<file path="src/spfm_pkg.sv">
// Package with offsets, field positions, reset values, timing and types of the fault monitor.
package spfm_pkg;

  // Width of one measurement result and of one threshold register.
  localparam int DW = 8;

  // Threshold register offsets.
  localparam logic [7:0] OFS_SUPPLY_MIN = 8'h1C;
  localparam logic [7:0] OFS_REG_CUR_ACT = 8'h1D;
  localparam logic [7:0] OFS_REG_CUR_LP = 8'h1E;
  localparam logic [7:0] OFS_PACK_OV = 8'h20;
  localparam logic [7:0] OFS_PACK_UV = 8'h21;
  localparam logic [7:0] OFS_TEMP_WARN = 8'h22;
  localparam logic [7:0] OFS_TEMP_FAULT = 8'h23;

  // Status register offsets.
  localparam logic [7:0] OFS_STAT_63 = 8'h63;
  localparam logic [7:0] OFS_STAT_65 = 8'h65;
  localparam logic [7:0] OFS_STAT_66 = 8'h66;
  localparam logic [7:0] OFS_STAT_67 = 8'h67;

  // Status bit positions.
  localparam int BIT_SUPPLY_LOW = 7;
  localparam int BIT_TEMP_FAULT = 5;
  localparam int BIT_PACK_OV = 7;
  localparam int BIT_PACK_UV = 6;
  localparam int BIT_PUMP_NRDY = 5;
  localparam int BIT_TEMP_WARN = 6;
  localparam int BIT_DISCHG_SEEN = 7;
  localparam int BIT_CHG_SEEN = 6;
  localparam int BIT_REG_OC_ACT = 2;
  localparam int BIT_REG_OC_LP = 1;

  // Index of each threshold in the threshold array.
  localparam int THR_SUPPLY = 0;
  localparam int THR_CUR_ACT = 1;
  localparam int THR_CUR_LP = 2;
  localparam int THR_PACK_OV = 3;
  localparam int THR_PACK_UV = 4;
  localparam int THR_TEMP_WARN = 5;
  localparam int THR_TEMP_FAULT = 6;
  localparam int THR_COUNT = 7;

  // Reset values: lower limits start at the bottom, upper limits at the top.
  localparam logic [DW-1:0] RST_THR_LOW = 8'h00;
  localparam logic [DW-1:0] RST_THR_HIGH = 8'hFF;

  // Low power evaluation time, longest time, rounded down to cycles.
  localparam int CLK_HZ = 200_000_000;
  localparam int LP_EVAL_MS = 256;
  localparam int LP_EVAL_CYC = LP_EVAL_MS * (CLK_HZ / 1000);

  typedef enum logic [2:0] {
    MODE_IDLE = 3'b001,
    MODE_SCAN = 3'b010,
    MODE_LOWPOWER = 3'b100
  } spfm_mode_t;

  typedef enum logic [2:0] {
    MEAS_REG = 3'b001,
    MEAS_PACK = 3'b010,
    MEAS_TEMP = 3'b100
  } spfm_meas_t;

  // One finished measurement; a regulator result carries supply in value_a, current in value_b.
  typedef struct packed {
    logic valid;
    spfm_meas_t kind;
    logic [DW-1:0] value_a;
    logic [DW-1:0] value_b;
  } spfm_meas_in_t;

  // Stored measurement results as the host sees them.
  typedef struct packed {
    logic [DW-1:0] supply;
    logic [DW-1:0] reg_current;
    logic [DW-1:0] pack;
    logic [DW-1:0] temp;
  } spfm_results_t;

endpackage
</file>
<file path="src/spfm_monitor.sv">
// Fault comparison, sticky status and switch control of the supply, pack and temperature monitor.
`timescale 1ns/10ps

// Functional notes
// RQ1 - Each regulator measurement flags supply low when supply is below its minimum.
// RQ2 - Supply low fault opens both switches and stops a running scan in scan mode.
// RQ3 - In scan or idle, regulator current above active threshold flags active overcurrent.
// RQ4 - Active overcurrent fault opens both switches and stops a running scan.
// RQ5 - Low power threshold checked only in low power; idle just updates result.
// RQ6 - Low power overcurrent flagged within 256 ms after entering low power.
// RQ7 - Entering low power with the pump enabled sets pump not ready.
// RQ8 - Back to idle clears pump not ready, restores switches, keeps low power fault.
// RQ9 - Pack above overvoltage threshold sets the pack overvoltage fault.
// RQ10 - Pack overvoltage while charging opens switches and stops scan; otherwise switches stay.
// RQ11 - Pack below undervoltage threshold sets the pack undervoltage fault.
// RQ12 - Pack undervoltage while discharging opens switches and stops scan; otherwise switches stay.
// RQ13 - Die temperature compared to warning and fault thresholds, setting each bit.
// RQ14 - Temperature warning is informational; no switch or scan action.
// RQ15 - Regulator measurement updates only supply and regulator current results.
// RQ16 - Pack measurement updates only pack result; averaging lengthens it elsewhere.
// RQ17 - Temperature measurement updates only the temperature result.
// RQ18 - Temperature fault opens both switches and stops any running scan.
// RQ19 - While temperature fault stands, switch on and scan start are refused.
// RQ20 - Faults stay set until the host clears them; host clears before re-enabling.
// RQ21 - Thresholds are host read/write and used at the next comparison.
module spfm_monitor
  import spfm_pkg::*;
#(
  parameter int LP_EVAL_CYCLES = LP_EVAL_CYC
) (
  input wire logic ref_clk,
  input wire logic rst_b,
  input wire logic [7:0] reg_addr,
  input wire logic reg_wr,
  input wire logic [DW-1:0] reg_wdata,
  input wire logic reg_rd,
  output logic [DW-1:0] reg_rdata,
  input wire spfm_mode_t mode,
  input wire spfm_meas_in_t meas,
  input wire logic charge_current_seen,
  input wire logic discharge_current_seen,
  input wire logic pump_enabled,
  input wire logic fault_clear,
  input wire logic switch_on_req,
  input wire logic switch_off_req,
  input wire logic scan_start_req,
  input wire logic scan_stop_req,
  output logic charge_switch,
  output logic discharge_switch,
  output logic scan_running,
  output spfm_results_t results
);

  localparam int TW = $clog2(LP_EVAL_CYCLES + 1);

  // Decodes a threshold offset into its array index; THR_COUNT means not a threshold.
  function automatic int thr_index(input logic [7:0] a);
    case (a)
      OFS_SUPPLY_MIN: thr_index = THR_SUPPLY;
      OFS_REG_CUR_ACT: thr_index = THR_CUR_ACT;
      OFS_REG_CUR_LP: thr_index = THR_CUR_LP;
      OFS_PACK_OV: thr_index = THR_PACK_OV;
      OFS_PACK_UV: thr_index = THR_PACK_UV;
      OFS_TEMP_WARN: thr_index = THR_TEMP_WARN;
      OFS_TEMP_FAULT: thr_index = THR_TEMP_FAULT;
      default: thr_index = THR_COUNT;
    endcase
  endfunction

  logic [DW-1:0] thr_q [THR_COUNT];
  logic [DW-1:0] thr_d [THR_COUNT];
  logic [DW-1:0] rdata_q, rdata_d;
  logic supply_low_fault_q, supply_low_fault_d;
  logic reg_overcurrent_active_fault_q, reg_overcurrent_active_fault_d;
  logic reg_overcurrent_lowpower_fault_q, reg_overcurrent_lowpower_fault_d;
  logic pack_over_voltage_fault_q, pack_over_voltage_fault_d;
  logic pack_under_voltage_fault_q, pack_under_voltage_fault_d;
  logic die_temp_warning_q, die_temp_warning_d;
  logic die_temp_fault_q, die_temp_fault_d;
  logic pump_not_ready_q, pump_not_ready_d;
  logic chg_sw_q, chg_sw_d, dis_sw_q, dis_sw_d;
  logic chg_save_q, chg_save_d, dis_save_q, dis_save_d;
  logic scan_q, scan_d;
  spfm_mode_t mode_prev_q;
  spfm_results_t res_q, res_d, shadow_q, shadow_d;
  logic [TW-1:0] lp_cnt_q, lp_cnt_d;
  logic lp_pend_q, lp_pend_d;

  // Comparison events of this cycle.
  logic ev_supply, ev_cur_act, ev_cur_lp, ev_ov, ev_uv, ev_warn, ev_tfault;
  logic trip, lp_enter, lp_exit, is_lp;

  // Threshold registers: a write is picked up by the very next comparison.
  generate
    for (genvar i = 0; i < THR_COUNT; i++) begin : g_thr
      always_comb begin
        thr_d[i] = thr_q[i];
        if (reg_wr && thr_index(reg_addr) == i) begin
          thr_d[i] = reg_wdata; // RQ21
        end
      end
      always_ff @(posedge ref_clk or negedge rst_b) begin
        if (!rst_b) begin
          thr_q[i] <= (i == THR_SUPPLY || i == THR_PACK_UV || i >= THR_TEMP_WARN) ?
                      RST_THR_LOW : RST_THR_HIGH;
        end else begin
          thr_q[i] <= thr_d[i];
        end
      end
    end
  endgenerate

  // Mode edges and the compare events; temperature codes fall as the die heats.
  always_comb begin
    is_lp = (mode == MODE_LOWPOWER);
    lp_enter = is_lp && (mode_prev_q != MODE_LOWPOWER); // RQ7
    lp_exit = !is_lp && (mode_prev_q == MODE_LOWPOWER);
    ev_supply = meas.valid && meas.kind == MEAS_REG && meas.value_a < thr_q[THR_SUPPLY]; // RQ1
    ev_cur_act = 1'b0;
    ev_cur_lp = 1'b0;
    case (mode)
      MODE_IDLE, MODE_SCAN: begin
        ev_cur_act = meas.valid && meas.kind == MEAS_REG &&
                     meas.value_b > thr_q[THR_CUR_ACT]; // RQ3
      end
      MODE_LOWPOWER: begin
        // Checked on each low power measurement and once the entry timer runs out.
        ev_cur_lp = (meas.valid && meas.kind == MEAS_REG &&
                     meas.value_b > thr_q[THR_CUR_LP]) ||
                    (lp_pend_q && lp_cnt_q == '0 &&
                     shadow_q.reg_current > thr_q[THR_CUR_LP]); // RQ5 RQ6
      end
      default: begin
        ev_cur_act = 1'b0;
      end
    endcase
    ev_ov = meas.valid && meas.kind == MEAS_PACK && meas.value_a > thr_q[THR_PACK_OV]; // RQ9
    ev_uv = meas.valid && meas.kind == MEAS_PACK && meas.value_a < thr_q[THR_PACK_UV]; // RQ11
    ev_warn = meas.valid && meas.kind == MEAS_TEMP &&
              meas.value_a < thr_q[THR_TEMP_WARN]; // RQ13
    ev_tfault = meas.valid && meas.kind == MEAS_TEMP &&
                meas.value_a < thr_q[THR_TEMP_FAULT]; // RQ13
    // The warning is left out on purpose: it must never open a switch.
    trip = ev_supply || ev_cur_act || ev_tfault || // RQ2 RQ4 RQ18 RQ14
           (ev_ov && charge_current_seen) || // RQ10
           (ev_uv && discharge_current_seen); // RQ12
  end

  // Sticky flags: a new event in the clearing cycle wins over the clear.
  always_comb begin
    supply_low_fault_d = ev_supply | (supply_low_fault_q & ~fault_clear); // RQ20
    reg_overcurrent_active_fault_d = ev_cur_act |
                                     (reg_overcurrent_active_fault_q & ~fault_clear);
    reg_overcurrent_lowpower_fault_d = ev_cur_lp |
                                       (reg_overcurrent_lowpower_fault_q & ~fault_clear);
    pack_over_voltage_fault_d = ev_ov | (pack_over_voltage_fault_q & ~fault_clear);
    pack_under_voltage_fault_d = ev_uv | (pack_under_voltage_fault_q & ~fault_clear);
    die_temp_warning_d = ev_warn | (die_temp_warning_q & ~fault_clear);
    die_temp_fault_d = ev_tfault | (die_temp_fault_q & ~fault_clear);
    // Pump readiness is a status, not a fault, so only the mode clears it.
    pump_not_ready_d = pump_not_ready_q;
    if (lp_enter && pump_enabled) begin
      pump_not_ready_d = 1'b1; // RQ7
    end else if (lp_exit) begin
      pump_not_ready_d = 1'b0; // RQ8
    end
  end

  // Switches and scan; a trip outranks every host request in the same cycle.
  always_comb begin
    chg_sw_d = chg_sw_q;
    dis_sw_d = dis_sw_q;
    chg_save_d = chg_save_q;
    dis_save_d = dis_save_q;
    scan_d = scan_q;
    if (scan_stop_req || mode != MODE_SCAN) begin
      scan_d = 1'b0;
    end else if (scan_start_req && !die_temp_fault_q) begin
      scan_d = 1'b1; // RQ19
    end
    if (switch_off_req) begin
      chg_sw_d = 1'b0;
      dis_sw_d = 1'b0;
    end else if (switch_on_req && !die_temp_fault_q && !is_lp) begin
      chg_sw_d = 1'b1; // RQ19
      dis_sw_d = 1'b1;
    end
    if (lp_enter && pump_enabled) begin
      // Remember the switches so the return to idle can restore them.
      chg_save_d = chg_sw_q;
      dis_save_d = dis_sw_q;
      chg_sw_d = 1'b0;
      dis_sw_d = 1'b0;
    end else if (lp_exit && pump_not_ready_q && !die_temp_fault_q) begin
      chg_sw_d = chg_save_q; // RQ8
      dis_sw_d = dis_save_q;
    end
    if (trip) begin
      chg_sw_d = 1'b0; // RQ2 RQ4 RQ10 RQ12 RQ18
      dis_sw_d = 1'b0;
      scan_d = 1'b0;
    end
  end

  // Results: low power readings go to a shadow only and are published on exit.
  always_comb begin
    shadow_d = shadow_q;
    res_d = res_q;
    if (meas.valid) begin
      case (meas.kind)
        MEAS_REG: begin
          shadow_d.supply = meas.value_a; // RQ15
          shadow_d.reg_current = meas.value_b;
        end
        MEAS_PACK: shadow_d.pack = meas.value_a; // RQ16
        MEAS_TEMP: shadow_d.temp = meas.value_a; // RQ17
        default: shadow_d = shadow_q;
      endcase
    end
    if (!is_lp) begin
      res_d = lp_exit ? shadow_q : shadow_d;
    end
  end

  // Entry timer bounds the first low power overcurrent check to the evaluation time.
  always_comb begin
    lp_cnt_d = lp_cnt_q;
    lp_pend_d = lp_pend_q;
    if (lp_enter) begin
      lp_cnt_d = TW'(LP_EVAL_CYCLES - 1); // RQ6
      lp_pend_d = 1'b1;
    end else if (!is_lp || lp_cnt_q == '0) begin
      lp_pend_d = 1'b0;
    end else begin
      lp_cnt_d = lp_cnt_q - TW'(1);
    end
  end

  // Register read data, taken one cycle after the read strobe.
  always_comb begin
    rdata_d = rdata_q;
    if (reg_rd) begin
      rdata_d = '0;
      if (thr_index(reg_addr) != THR_COUNT) begin
        rdata_d = thr_q[thr_index(reg_addr)]; // RQ21
      end else begin
        case (reg_addr)
          OFS_STAT_63: begin
            rdata_d[BIT_SUPPLY_LOW] = supply_low_fault_q;
            rdata_d[BIT_TEMP_FAULT] = die_temp_fault_q;
          end
          OFS_STAT_65: begin
            rdata_d[BIT_PACK_OV] = pack_over_voltage_fault_q;
            rdata_d[BIT_PACK_UV] = pack_under_voltage_fault_q;
            rdata_d[BIT_PUMP_NRDY] = pump_not_ready_q;
          end
          OFS_STAT_66: rdata_d[BIT_TEMP_WARN] = die_temp_warning_q;
          OFS_STAT_67: begin
            rdata_d[BIT_DISCHG_SEEN] = discharge_current_seen;
            rdata_d[BIT_CHG_SEEN] = charge_current_seen;
            rdata_d[BIT_REG_OC_ACT] = reg_overcurrent_active_fault_q;
            rdata_d[BIT_REG_OC_LP] = reg_overcurrent_lowpower_fault_q;
          end
          default: rdata_d = '0;
        endcase
      end
    end
  end

  // State registers.
  always_ff @(posedge ref_clk or negedge rst_b) begin
    if (!rst_b) begin
      rdata_q <= '0;
      supply_low_fault_q <= 1'b0;
      reg_overcurrent_active_fault_q <= 1'b0;
      reg_overcurrent_lowpower_fault_q <= 1'b0;
      pack_over_voltage_fault_q <= 1'b0;
      pack_under_voltage_fault_q <= 1'b0;
      die_temp_warning_q <= 1'b0;
      die_temp_fault_q <= 1'b0;
      pump_not_ready_q <= 1'b0;
      chg_sw_q <= 1'b0;
      dis_sw_q <= 1'b0;
      chg_save_q <= 1'b0;
      dis_save_q <= 1'b0;
      scan_q <= 1'b0;
      mode_prev_q <= MODE_IDLE;
      res_q <= '0;
      shadow_q <= '0;
      lp_cnt_q <= '0;
      lp_pend_q <= 1'b0;
    end else begin
      rdata_q <= rdata_d;
      supply_low_fault_q <= supply_low_fault_d;
      reg_overcurrent_active_fault_q <= reg_overcurrent_active_fault_d;
      reg_overcurrent_lowpower_fault_q <= reg_overcurrent_lowpower_fault_d;
      pack_over_voltage_fault_q <= pack_over_voltage_fault_d;
      pack_under_voltage_fault_q <= pack_under_voltage_fault_d;
      die_temp_warning_q <= die_temp_warning_d;
      die_temp_fault_q <= die_temp_fault_d;
      pump_not_ready_q <= pump_not_ready_d;
      chg_sw_q <= chg_sw_d;
      dis_sw_q <= dis_sw_d;
      chg_save_q <= chg_save_d;
      dis_save_q <= dis_save_d;
      scan_q <= scan_d;
      mode_prev_q <= mode;
      res_q <= res_d;
      shadow_q <= shadow_d;
      lp_cnt_q <= lp_cnt_d;
      lp_pend_q <= lp_pend_d;
    end
  end

  assign reg_rdata = rdata_q;
  assign charge_switch = chg_sw_q;
  assign discharge_switch = dis_sw_q;
  assign scan_running = scan_q;
  assign results = res_q;

endmodule

</file>
<file path="config.mk">
export PLATFORM = sky130hd
export DESIGN_NAME = spfm_monitor
export DESIGN_NICKNAME = d
export VERILOG_FILES = /design/src/spfm_pkg.sv /design/src/spfm_monitor.sv
export SDC_FILE = /design/constraint.sdc
export NUM_CORES = 1
export LEC_CHECK = 0
export BUFFER_PORTS_ARGS = -buffer_cell sky130_fd_sc_hd__buf_4
export CORE_MARGIN = 5
export CORE_UTILIZATION = 60
export DETAILED_ROUTE_END_ITERATION = 16
export PLACE_DENSITY_LB_ADDON = 0.2
export SLEW_MARGIN = 20
export SYNTH_ARGS = -nofsm -noshare
export SYNTH_HDL_FRONTEND = slang
export SYNTH_SLANG_ARGS = --single-unit
</file>
<file path="constraint.sdc">
create_clock -name ref_clk -period 2.45 [get_ports ref_clk]
set_input_delay 0.245 -clock ref_clk [delete_from_list [all_inputs] [get_ports ref_clk]]
set_output_delay 0.245 -clock ref_clk [all_outputs]
set_load 0.01 [all_outputs]
</file>
==> results.sh <==
export IMPL_status="finished, final reports clean"
export IMPL_critical_path_startpoint="mode[1]"
export IMPL_cts_tree="done"
export IMPL_powerDensity_mw_per_mm2=668.9
export IMPL_slew_viol_final=0
export IMPL_worst_pin_slew_ps=593.7
export IMPL_finalCritPeriodShare_pct=93.83
export IMPL_cp_start_kind="primary input"
export IMPL_drtAntennaViolNets=0
export IMPL_finalHoldViolCount=0
export IMPL_chipWidth_um=135.9
export IMPL_drive_gt1_share_pct=28.56
export IMPL_ys_seq_elements=171
export IMPL_setup_tns_ps=0
export IMPL_grt_pass1_wl_um=40410
export IMPL_placeableCoreArea_sq_mm=0.01571
export IMPL_cap_violations=0
export IMPL_ios=94
export IMPL_path_max_fanout=5
export IMPL_clk_latency_ps=440
export IMPL_synth_fp_nets=1016
export IMPL_first_global_vias=7610
export IMPL_nets=1125
export IMPL_finalClockSkew_ps=10.24
export IMPL_syn_area_sq_mm=0.009514
export IMPL_pwr_share_clk_pct=34.8
export IMPL_fp_row_count=46
export IMPL_floorplan_initialDensity_pct=60.55
export IMPL_path_cells="dlygate4sd3_1, buf_4, or3b_2, nor4_4, o211ai_2, nor4_1, xnor2_1, nand2_1"
export IMPL_pwr_share_comb_pct=19.3
export IMPL_area_growth_pct=18.03
export IMPL_clkTransAtPathRegs_ps=70
export IMPL_place_port_buffers=93
export IMPL_cts_sinks=171
export IMPL_synth_area_per_cell_sq_um=10.52
export IMPL_fillCellCount=1175
export IMPL_clock_fmax_mhz=435.0
export IMPL_internal_power_mw=5.256
export IMPL_syn_instance_count=904
export IMPL_vias_per_cell=6.055
export IMPL_endpoint_kind="register"
export IMPL_crit_type="in -> reg"
export IMPL_track_usage_pct=28.41
export IMPL_period_minus_slack_ps=2299
export IMPL_cts_made_buffers=17
export IMPL_ys_types=79
export IMPL_dpl_instance_area_sq_mm=0.01060
export IMPL_grt_overflow=0
export IMPL_place_congestion=0.9607
export IMPL_ir_drop_v=0.0005859
export IMPL_swShare_pct=30.03
export IMPL_min_delay_start="fault_clear"
export IMPL_worst_slew_margin_rel_pct=59.40
export IMPL_setup_violations=0
export IMPL_die_y_um=135.9
export IMPL_clockBufferDepth=2
export IMPL_cpLargestDelayFamily="simple AND/OR/NAND/NOR gates"
export IMPL_utilization_pct=71.47
export IMPL_total_leakage_power_nw=5.031
export IMPL_ys_seq_area_share_pct=45.31
export IMPL_pwr_share_seq_pct=45.8
export IMPL_r2r_start="thr_q[41]"
export IMPL_dr_pass1_iters=6
export IMPL_async_flop_share_pct=100.0
export IMPL_htree_levels=4
export IMPL_grt_max_degree=72
export IMPL_drtIter0Drc=656
export IMPL_ys_warn_count=0
export IMPL_required_ps=2750
export IMPL_ys_flop_type="dfrtp_1"
export IMPL_root_buffer="clkbuf_16"
export IMPL_slowest_stage="dlygate4sd3_1"
export IMPL_cp_arrival_ps=2600
export IMPL_wl_per_cell_um=20.09
export IMPL_yosysTopAreaCell="dfrtp_1"
export IMPL_synth_edff_count=0
export IMPL_rsz0062_at_grt="false"
export IMPL_vias=7520
export IMPL_slowest_delay_ps=540
export IMPL_drt_wl_total_um=24950
export IMPL_min_path_type="in -> reg"
export IMPL_die_area_sq_mm=0.01848
export IMPL_fin_area_sq_mm=0.01123
export IMPL_switchingPower_mw=2.255
export IMPL_drc=0
export IMPL_dp_hpwl_um=18260
export IMPL_cp_num_buf_inv=2
export IMPL_antenna_found_initial=0
export IMPL_synth_area_leaders="dfrtp_1, mux2_2, ha_1"
export IMPL_yosysTopAreaCellShare_pct=38.40
export IMPL_diodes=0
[through the flow]
stage	std cells	hold WS [ps]	setup WS, ps	power, mW
global route	1242	16.69	13.69	7.876
global placement	1206	265.2	210.2	4.862
floorplan	904	-50.59	361.9	4.249
CTS	1242	9.512	76.70	7.552
finish	1242	28.37	151.1	7.511
detailed placement	1206	269.8	168.6	4.919
[metal layers]
layer / global-route usage, % / vias to the layer above / share of wire (%)
met3: 7.402 / 54 / 8.3
met5: 0 / - / 0
met2: 43.50 / 299 / 46
met4: 10.30 / 0 / 2.8
li1: - / 3492 / -
met1: 39.24 / 3675 / 43
[path summary, 6_finish.rpt]
path	endpoint	slack, ps	depth (start not counted)
min in group asynchronous	thr_q[6]	370	2
max reg2reg	scan_running	180	8
max in group asynchronous	shadow_q[7]	1260	3
max	lp_cnt_q[16]	150	8
min	die_temp_fault_q	30	2
min reg2reg	reg_rdata[6]	510	1
[registers in the layout, indices dropped and copies added (netlist names), 3 cells and up]
signal / count
reg_rdata: 8
shadow_q: 32
lp_cnt_q: 26
mode_prev_q: 3
results: 32
thr_q: 56
[worst reg2reg max path, stage by stage, from the launching register on]
cell      delay, ps
dfstp_2         550
inv_1            50
ha_1            280
nor2b_1         130
o31ai_1         250
a211oi_1        130
o31ai_1         330
and4b_1         290
nor3b_1         180
[power groups by stage]
stage | clock, mW | sequential, mW | combinational [mW]
after floorplan | 0 | 3.48 | 0.769
after global placement | 0 | 3.47 | 1.39
after detailed placement | 0 | 3.48 | 1.44
after CTS | 2.66 | 3.43 | 1.46
after global routing | 2.78 | 3.48 | 1.62
final | 2.62 | 3.44 | 1.45
[cells by family after synthesis]
family	after synthesis	synth area share [%]
buffers and inverters	106	4.524
muxes	119	13.60
DFF	171	45.31
AOI/OAI and AO/OA	188	12.76
adders and majority gates	61	8.022
and+or+nand+nor	241	14.14
xor gates and xnor gates	18	1.657
[synthesized netlist by cell type (8+ instances only)]
cell type and number:
nor4_1 12, nand2_1 60, buf_2 8, clkbuf_1 23
xnor2_1 16, nand2b_1 8, dfstp_2 25, o21ai_0 44
nor3_1 8, nand3_1 19, a21oi_1 61, mux2i_1 37
o211ai_1 8, nor2b_1 9, mux2_2 82, dfrtp_1 146
ha_1 61, nor2_1 66, inv_1 68, nand4_1 8
[area by class of cell]
cell class | instances | area (sq um) | area share, %
Clock buffer | 17 | 425.4 | 3.788
Tap cell | 216 | 270.3 | 2.407
Clock inverter | 15 | 157.7 | 1.404
Inverter | 68 | 255.2 | 2.273
Sequential cell | 171 | 4310 | 38.38
Timing Repair Buffer | 128 | 1016 | 9.047
Multi-Input combinational cell | 627 | 4795 | 42.70
[repair_timing]
action,4_1_cts,5_1_grt
setup endpoints to repair,0,6
buffers inserted,0,0
hold buffers,4,0
endpoints found under the hold margin,50,0
gates resized for setup,0,2
[cell usage in the layout (no fill, tap or decap), types with 4 or more instances in the layout]
master	netlist	routed
dfrtp_1	146	146
buf_4	2	119
mux2_2	82	82
inv_1	68	68
nor2_1	66	66
a21oi_1	61	61
ha_1	61	61
nand2_1	60	60
o21ai_0	44	44
mux2i_1	37	37
dfstp_2	25	25
nand3_1	19	19
clkbuf_16	0	17
xnor2_1	16	16
nor4_1	12	12
nor2b_1	9	9
nand2b_1	8	8
nor3_1	8	8
o211ai_1	8	8
nand4_1	8	8
o21a_1	6	6
o31ai_1	6	6
or3_1	6	6
a31oi_1	6	6
a22oi_1	6	6
a21o_1	5	5
and3_1	5	5
a2111oi_0	4	4
and2_1	4	4
dlygate4sd3_1	0	4
(Power assumes the default switching activity.)
